`config.mk`:
```
export PLATFORM = sky130hd
export DESIGN_NAME = ocp_output_compare_pwm
export DESIGN_NICKNAME = d
export VERILOG_FILES = /design/src/common/ocp_pkg.sv /design/src/hw/ocp_output_compare_pwm.sv
export SDC_FILE = /design/constraint.sdc
export NUM_CORES = 1
export LEC_CHECK = 0
export BUFFER_PORTS_ARGS = -buffer_cell sky130_fd_sc_hd__clkbuf_2
export CAP_MARGIN = 40
export CORE_AREA = 2 2 124 174
export CTS_CLUSTER_DIAMETER = 30
export DETAILED_ROUTE_END_ITERATION = 7
export DIE_AREA = 0 0 126 176
export GPL_TIMING_DRIVEN = 0
export PLACE_DENSITY = 0.61
export SETUP_SLACK_MARGIN = 0.5
export SLEW_MARGIN = 20
export SYNTH_ARGS = -nofsm -noshare
export SYNTH_HDL_FRONTEND = slang
export SYNTH_SLANG_ARGS = --single-unit
```
`constraint.sdc`:
```
create_clock -name clock -period 9.1 [get_ports clock]
set_input_delay 0.91 -clock clock [delete_from_list [all_inputs] [get_ports clock]]
set_output_delay 0.91 -clock clock [all_outputs]
set_load 0.03 [all_outputs]
```
`src/common/ocp_pkg.sv`:
```
// ocp_pkg: register map, field positions and codes of the pwm compare channel
// assumes: apb slave with 32-bit data, one word per register
package ocp_pkg;

  // ==========================================================
  // register byte offsets
  localparam logic [7:0] OCP_OFS_CTRL_ONE = 8'h00;
  localparam logic [7:0] OCP_OFS_CTRL_TWO = 8'h04;
  localparam logic [7:0] OCP_OFS_PRIMARY = 8'h08;
  localparam logic [7:0] OCP_OFS_SECONDARY = 8'h0c;
  localparam logic [7:0] OCP_OFS_PERIOD = 8'h10;
  localparam logic [7:0] OCP_OFS_STATUS = 8'h14;

  // ==========================================================
  // compare_channel_control_one fields
  localparam int OCP_C1_IDLE_HALT = 13;
  localparam int OCP_C1_TSEL_LO = 10;
  localparam int OCP_C1_EN_COMP = 9;
  localparam int OCP_C1_EN_PIN_B = 8;
  localparam int OCP_C1_EN_PIN_A = 7;
  localparam int OCP_C1_FLAG_COMP = 6;
  localparam int OCP_C1_FLAG_PIN_B = 5;
  localparam int OCP_C1_FLAG_PIN_A = 4;
  localparam int OCP_C1_TRIG_CLEAR = 3;
  localparam logic [15:0] OCP_C1_WMASK = 16'h3fff;

  // ==========================================================
  // compare_channel_control_two fields
  localparam int OCP_C2_FAULT_EXIT = 15;
  localparam int OCP_C2_FAULT_LEVEL = 14;
  localparam int OCP_C2_TRIG_NOT_SYNC = 7;
  localparam logic [15:0] OCP_C2_WMASK = 16'hc09f;
  localparam logic [15:0] OCP_C2_RESET = 16'h000c;

  // ==========================================================
  // mode and time base codes
  localparam logic [2:0] OCP_MODE_OFF = 3'h0;
  localparam logic [2:0] OCP_MODE_EDGE = 3'h6;
  localparam logic [2:0] OCP_MODE_CENTER = 3'h7;
  localparam logic [2:0] OCP_TSEL_PERIPH = 3'h7;
  localparam logic [2:0] OCP_TSEL_TIMER1 = 3'h4;
  localparam logic [2:0] OCP_TSEL_TIMER5 = 3'h3;

  // ==========================================================
  // fault state
  typedef enum logic {OCP_PWM_RUN, OCP_FAULT_HOLD} ocp_fault_t;

endpackage

```
`src/hw/ocp_output_compare_pwm.sv`:
```
// ocp_output_compare_pwm: one pwm compare channel with apb register access
// assumes: timer prescaler ticks are one-cycle pulses on this clock, fault
// and idle inputs are synchronous to this clock
`timescale 1ns/1ps

// How it works
// - edge or center pwm; duty held in internal unaddressable latches.
// - period register value N gives N plus one time base counts.
// - compare registers writable anytime; latched only at period match.
// - all compares and period zero keep the pin low.
// - secondary compare above period keeps the pin high.
// - timer source uses that timer's prescaler tick, not its count.
// - bit 13 halts the channel during cpu idle; clear keeps running.
// - three-bit time base select: 111 clock, 100 timer1, 011-000 timers 5-2.
// - bit 9 enables the comparator fault input.
// - bit 8 enables fault pin b.
// - bit 7 enables fault pin a.
// - bits 6 and 5 flag comparator and pin b faults; software read/write.
// - fault enables and flags act only in modes 111 and 110.
// - comparator 1 serves channels 1-3, 2 serves 4-6, 3 serves 7-9.
// - mode 111 center pwm, 110 edge pwm, 000 disables the channel.
// - bit 4 flags a fault on fault pin a.
// - fault exit after removal plus flag clear, or plus new period.
// - during a fault the pin takes the fault output level.
module ocp_output_compare_pwm
#(
  parameter int CHANNEL_INDEX = 1
)
(
  // clock and reset
  input wire logic clock,
  input wire logic reset_n,
  // apb slave
  input wire logic psel,
  input wire logic penable,
  input wire logic pwrite,
  input wire logic [7:0] paddr,
  input wire logic [31:0] pwdata,
  output logic [31:0] prdata,
  output logic pready,
  output logic pslverr,
  // time base ticks and cpu state
  input wire logic [3:0] timerPrescaleTick,
  input wire logic timerOnePrescaleTick,
  input wire logic cpuIdle,
  // fault sources
  input wire logic faultInputA,
  input wire logic faultInputB,
  input wire logic [2:0] comparatorOut,
  // pwm pin
  output logic compareOutputPin
);
  import ocp_pkg::*;

  // ==========================================================
  // state
  typedef struct packed {
    logic [15:0] ctrlOne;
    logic [15:0] ctrlTwo;
    logic [15:0] primaryCompareReg;
    logic [15:0] secondaryCompareReg;
    logic [15:0] timerPeriodReg;
    logic [15:0] primaryLatch;
    logic [15:0] secondaryLatch;
    logic [15:0] channelCount;
    ocp_fault_t faultState;
    logic pinOut;
    logic ready;
    logic slvErr;
    logic [31:0] rdData;
  } ocp_state_t;

  ocp_state_t state_ff;
  ocp_state_t nxt_state;

  // ==========================================================
  // helpers
  function automatic logic isPwmMode(input logic [2:0] mode);
    isPwmMode = (mode == OCP_MODE_EDGE) || (mode == OCP_MODE_CENTER);
  endfunction

  // comparator group of this channel, three channels per comparator
  function automatic logic [1:0] compGroup(input int idx);
    int grp;
    grp = (idx - 1) / 3;
    compGroup = grp[1:0];
  endfunction

  function automatic logic mapped(input logic [7:0] addr);
    mapped = (addr == OCP_OFS_CTRL_ONE) || (addr == OCP_OFS_CTRL_TWO) ||
             (addr == OCP_OFS_PRIMARY) || (addr == OCP_OFS_SECONDARY) ||
             (addr == OCP_OFS_PERIOD) || (addr == OCP_OFS_STATUS);
  endfunction

  // ==========================================================
  // combinational view of control fields
  logic [2:0] modeField;
  logic [2:0] timeBaseSelect;
  logic pwmMode;
  logic timeTick;
  logic running;
  logic periodMatch;
  logic comparatorFault;
  logic [2:0] faultHit;
  logic anyFault;
  logic pwmLevel;
  logic [15:0] shownCount;
  logic busWrite;
  logic busAccess;
  logic [15:0] wrData;

  always_comb
  begin
    modeField = state_ff.ctrlOne[2:0];
    timeBaseSelect = state_ff.ctrlOne[OCP_C1_TSEL_LO +: 3];
    pwmMode = isPwmMode(modeField);
    comparatorFault = 1'b0;
    if (compGroup(CHANNEL_INDEX) < 2'h3)
    begin
      comparatorFault = comparatorOut[compGroup(CHANNEL_INDEX)];
    end
    case (timeBaseSelect)
      OCP_TSEL_PERIPH: timeTick = 1'b1;
      OCP_TSEL_TIMER1: timeTick = timerOnePrescaleTick;
      default:
      begin
        if (timeBaseSelect <= OCP_TSEL_TIMER5)
        begin
          timeTick = timerPrescaleTick[timeBaseSelect[1:0]];
        end
        else
        begin
          timeTick = 1'b0;
        end
      end
    endcase
    running = (modeField != OCP_MODE_OFF) &&
              !(state_ff.ctrlOne[OCP_C1_IDLE_HALT] && cpuIdle);
    periodMatch = running && timeTick &&
                  (state_ff.channelCount == state_ff.timerPeriodReg);
    faultHit[2] = pwmMode && state_ff.ctrlOne[OCP_C1_EN_COMP] && comparatorFault;
    faultHit[1] = pwmMode && state_ff.ctrlOne[OCP_C1_EN_PIN_B] && faultInputB;
    faultHit[0] = pwmMode && state_ff.ctrlOne[OCP_C1_EN_PIN_A] && faultInputA;
    anyFault = |faultHit;
    // count standing after this edge, so the pin moves with the count
    shownCount = state_ff.channelCount;
    if (running && timeTick)
    begin
      shownCount = state_ff.channelCount + 16'h0001;
    end
    if (state_ff.secondaryLatch > state_ff.timerPeriodReg)
    begin
      pwmLevel = 1'b1;
    end
    else if (modeField == OCP_MODE_CENTER)
    begin
      pwmLevel = (shownCount >= state_ff.primaryLatch) &&
                 (shownCount < state_ff.secondaryLatch);
    end
    else
    begin
      pwmLevel = shownCount < state_ff.primaryLatch;
    end
    busAccess = psel && penable && state_ff.ready;
    busWrite = busAccess && pwrite && mapped(paddr);
    wrData = pwdata[15:0];
  end

  // ==========================================================
  // next state
  always_comb
  begin
    nxt_state = state_ff;

    // apb: one wait cycle, answer registered
    nxt_state.ready = psel && penable && !state_ff.ready;
    nxt_state.slvErr = psel && penable && !state_ff.ready && !mapped(paddr);
    nxt_state.rdData = 32'h0000_0000;
    if (psel && penable && !state_ff.ready && !pwrite)
    begin
      case (paddr)
        OCP_OFS_CTRL_ONE: nxt_state.rdData = {16'h0000, state_ff.ctrlOne};
        OCP_OFS_CTRL_TWO: nxt_state.rdData = {16'h0000, state_ff.ctrlTwo};
        OCP_OFS_PRIMARY: nxt_state.rdData = {16'h0000, state_ff.primaryCompareReg};
        OCP_OFS_SECONDARY: nxt_state.rdData = {16'h0000, state_ff.secondaryCompareReg};
        OCP_OFS_PERIOD: nxt_state.rdData = {16'h0000, state_ff.timerPeriodReg};
        OCP_OFS_STATUS: nxt_state.rdData = {15'h0000, state_ff.faultState,
                                            state_ff.channelCount};
        default: nxt_state.rdData = 32'h0000_0000;
      endcase
    end

    if (busWrite)
    begin
      case (paddr)
        OCP_OFS_CTRL_ONE: nxt_state.ctrlOne = wrData & OCP_C1_WMASK;
        OCP_OFS_CTRL_TWO: nxt_state.ctrlTwo = wrData & OCP_C2_WMASK;
        OCP_OFS_PRIMARY: nxt_state.primaryCompareReg = wrData;
        OCP_OFS_SECONDARY: nxt_state.secondaryCompareReg = wrData;
        OCP_OFS_PERIOD: nxt_state.timerPeriodReg = wrData;
        default: nxt_state.ctrlOne = state_ff.ctrlOne;
      endcase
    end

    // hardware set wins over software clear
    if (faultHit[2])
    begin
      nxt_state.ctrlOne[OCP_C1_FLAG_COMP] = 1'b1;
    end
    if (faultHit[1])
    begin
      nxt_state.ctrlOne[OCP_C1_FLAG_PIN_B] = 1'b1;
    end
    if (faultHit[0])
    begin
      nxt_state.ctrlOne[OCP_C1_FLAG_PIN_A] = 1'b1;
    end

    // mode 000 holds the counter cleared
    if (modeField == OCP_MODE_OFF)
    begin
      nxt_state.channelCount = 16'h0000;
    end
    else if (periodMatch)
    begin
      nxt_state.channelCount = 16'h0000;
      nxt_state.primaryLatch = state_ff.primaryCompareReg;
      nxt_state.secondaryLatch = state_ff.secondaryCompareReg;
    end
    else if (running && timeTick)
    begin
      nxt_state.channelCount = state_ff.channelCount + 16'h0001;
    end

    case (state_ff.faultState)
      OCP_PWM_RUN:
      begin
        if (anyFault)
        begin
          nxt_state.faultState = OCP_FAULT_HOLD;
        end
      end
      OCP_FAULT_HOLD:
      begin
        if (!pwmMode)
        begin
          nxt_state.faultState = OCP_PWM_RUN;
        end
        else if (!anyFault)
        begin
          if (state_ff.ctrlTwo[OCP_C2_FAULT_EXIT])
          begin
            if (nxt_state.ctrlOne[OCP_C1_FLAG_COMP:OCP_C1_FLAG_PIN_A] == 3'h0)
            begin
              nxt_state.faultState = OCP_PWM_RUN;
            end
          end
          else if (periodMatch)
          begin
            nxt_state.faultState = OCP_PWM_RUN;
          end
        end
      end
      default: nxt_state.faultState = OCP_PWM_RUN;
    endcase

    if (!pwmMode)
    begin
      nxt_state.pinOut = 1'b0;
    end
    else if (nxt_state.faultState == OCP_FAULT_HOLD)
    begin
      nxt_state.pinOut = state_ff.ctrlTwo[OCP_C2_FAULT_LEVEL];
    end
    else if (periodMatch)
    begin
      // new period starts from count zero with fresh latches
      if (state_ff.secondaryCompareReg > state_ff.timerPeriodReg)
      begin
        nxt_state.pinOut = 1'b1;
      end
      else if (modeField == OCP_MODE_CENTER)
      begin
        nxt_state.pinOut = (state_ff.primaryCompareReg == 16'h0000) &&
                           (state_ff.secondaryCompareReg != 16'h0000);
      end
      else
      begin
        nxt_state.pinOut = state_ff.primaryCompareReg != 16'h0000;
      end
    end
    else
    begin
      nxt_state.pinOut = pwmLevel;
    end
  end

  // ==========================================================
  // registers
  always_ff @(posedge clock)
  begin
    if (!reset_n)
    begin
      state_ff <= '0;
      state_ff.ctrlTwo <= OCP_C2_RESET;
      state_ff.faultState <= OCP_PWM_RUN;
    end
    else
    begin
      state_ff <= nxt_state;
    end
  end

  // ==========================================================
  // outputs
  always_comb
  begin
    prdata = state_ff.rdData;
    pready = state_ff.ready;
    pslverr = state_ff.slvErr;
    compareOutputPin = state_ff.pinOut;
  end

endmodule

```
==> results_dict.tcl <==
set metrics [dict create \
    synth_area_sq_mm 0.00814 \
    status "finished, final reports clean" \
    finClkSkew_ps 10.2 \
    nets 1167 \
    rsz0062_at_grt "false" \
    clk_path_buf_depth 2 \
    hpwl_mm 21.4 \
    period_share_pct 54.7 \
    arrival_ps 5270 \
    synth-seq-cells 139 \
    fp-row-count 62 \
    io_buffer_count 56 \
    yosysTopAreaCell "dfxtp_1" \
    slew_viol_final 0 \
    grt_pass1_vias 7192 \
    fmax_mhz 201 \
    synth_common_cells "dfxtp_1, nand2_1, ha_1" \
    cts_repair_resize_count 0 \
    tightest_slew_ps 838 \
    first_iter_violations 552 \
    die_w_microns 126 \
    tritoncts "done" \
    critPathKind "reg -> reg" \
    ir_drop_v 0.0000954 \
    post_cts_buffers 0 \
    finalHoldViolCount 0 \
    yosys_warnings 0 \
    drt-total-wl_mm 26.9 \
    synth_edf_count 0 \
    antenna_found_initial 0 \
    p_leak_nw 3.79 \
    p_switching_mw 0.322 \
    synthCells 958 \
    slew_headroom_pct 44.2 \
    dr.pass1.iters 5 \
    grt_max_degree 17 \
    routedWlPerCell_microns 20.4 \
    syn2layout_area_growth_pct 14.8 \
    crit_path_start_kind "flip-flop" \
    die_h_microns 176 \
    synth_most_common_cell "dfxtp_1" \
    ios 91 \
    pwr-share-seq_pct 45.8 \
    cts-root-buf "clkbuf_16" \
    cp-end-kind "flip-flop" \
    syn_area_per_cell_sq_um 8.50 \
    grt_usage_pct 24.4 \
    clkPwrFrac_pct 49.7 \
    cts_buffers 17 \
    synthTopCellsByArea "dfxtp_1, ha_1, mux2i_1" \
    core_sq_mm 0.0205 \
    yosysUniqueCellTypes 63 \
    vias 7309 \
    cp.required_ps 9400 \
    clk_pin_slew_ps 60 \
    drc 0 \
    synth_flop_cell "dfxtp_1" \
    drive_gt1_share_pct 13.4 \
    intPower_mw 1.01 \
    power.share.combinational_pct 4.5 \
    fin_crit_ps 4980 \
    drv_cap 0 \
    synth_top_area_share_pct 34.2 \
    gp_congestion 0.932 \
    antenna_cells 0 \
    tns_ps 0 \
    finalHoldWorstSlack_ps 476 \
    min-delay-path-class "reg -> reg" \
    antenna_left 0 \
    worst-path-max-fanout 5 \
    yosysSeqAreaShare_pct 34.2 \
    die_area_sq_mm 0.0222 \
    overflow 0 \
    switching_share_pct 24.2 \
    start_util_pct 39.8 \
    cts_htree_levels 4 \
    clkLatencyLatePin_ps 440 \
    numClockSinks 139 \
    async_reset_ff_share_pct 0 \
    vias_per_cell 5.55 \
    powerDensity_mw_per_mm2 142 \
    holdBufCountCts 0 \
    grt_first_pass_wirelength_mm 40.7 \
    setup_viol 0 \
]
-- critical path: stages (launching register included) --
cell and delay (ps):
dfxtp_1 530, or3_1 270, o311a_1 230, and4_1 260
nand4_1 180, or3b_2 500, xnor2_1 420, ha_1 380
a211o_1 330, or3_1 310, o221ai_1 260, a21boi_0 430
nand2_1 120, a211oi_1 460, o41ai_2 150
-- power by group through the flow --
stage / Sequential, mW / Clock, mW / Combinational (mW)
final: 0.609 / 0.660 / 0.0600
after floorplan: 0.623 / 0 / 0.0331
after global placement: 0.623 / 0 / 0.0594
after global routing: 0.609 / 0.696 / 0.0626
after detailed placement: 0.623 / 0 / 0.0595
after CTS: 0.609 / 0.667 / 0.0596
-- routing by layer --
layer | track usage, % | wire length [microns]
met5 | 0 | 0
met4 | 16.4 | 1820
met3 | 3.15 | 1520
met2 | 43.1 | 13400
met1 | 27.3 | 10200
-- per-stage QoR --
stage / area, sq um / setup slack [ps] / util [%] / instances / power [mW]
global placement: 8800 / 3760 / 42.9 / 1284 / 0.682
floorplan: 8200 / 5030 / - / 972 / 0.656
detailed placement: 8800 / 3840 / 42.9 / 1284 / 0.682
CTS: 9350 / 4150 / 45.6 / 1316 / 1.34
finish: 9350 / 4120 / 45.6 / 1316 / 1.33
global route: 9350 / 3930 / 45.6 / 1316 / 1.37
-- placed cells by master (no fill, tap or decap), drive strengths merged, types with 3 or more instances in the layout --
cell     count
dfxtp      139
nand2      118
clkbuf     104
a21boi      65
ha          64
inv         58
mux2i       55
nor2b       53
buf         48
o21ai       46
nor2        45
nand3       38
a21oi       27
xor2        20
nor4        18
nand4       18
conb        15
a221oi      12
xnor2       11
nor3         8
clkinv       7
and3         6
o22ai        6
a211oi       6
o21a         6
a31oi        5
and4         5
o31ai        5
or3          4
nand2b       4
and2         4
o211ai       3
o211a        3
a211o        3
a2111oi      3
or2          3
-- sequential cells by signal (all words and copies together) (netlist names) --
register / cells
pslverr: 1
compareOutputPin: 1
state_ff: 116
pready: 1
modeField: 3
prdata: 17
-- final timing paths --
path	startpoint	end	slack, ps	depth (start not counted)
setup reg to reg	modeField[0]$_SDFFE_PN0P_	compareOutputPin$_SDFF_PN0_	4120	14
hold / removal	state_ff[72]$_SDFFE_PN0P_	state_ff[72]$_SDFFE_PN0P_	480	2
setup / recovery	modeField[0]$_SDFFE_PN0P_	compareOutputPin$_SDFF_PN0_	4120	14
hold reg to reg	state_ff[72]$_SDFFE_PN0P_	state_ff[72]$_SDFFE_PN0P_	480	2
-- cells by family after synthesis --
family / synth area share [%]
simple gates: 20.9
compound gates: 16.9
flops: 34.2
buf+inv: 7.97
fa+ha+maj: 9.83
mux: 6.90
xor+xnor: 3.33
other cells: 0.0461
-- cell type report --
type	count	area (sq um)
Inverter	55	206
Clock inverter	13	118
Fill cell	2118	11100
Clock buffer	19	433
Sequential cell	139	2780
Timing Repair Buffer	56	280
Multi-Input combinational cell	701	4760
Tap cell	256	320
Buffer	77	443
No activity file was read; power rests on OpenSTA's default activity.
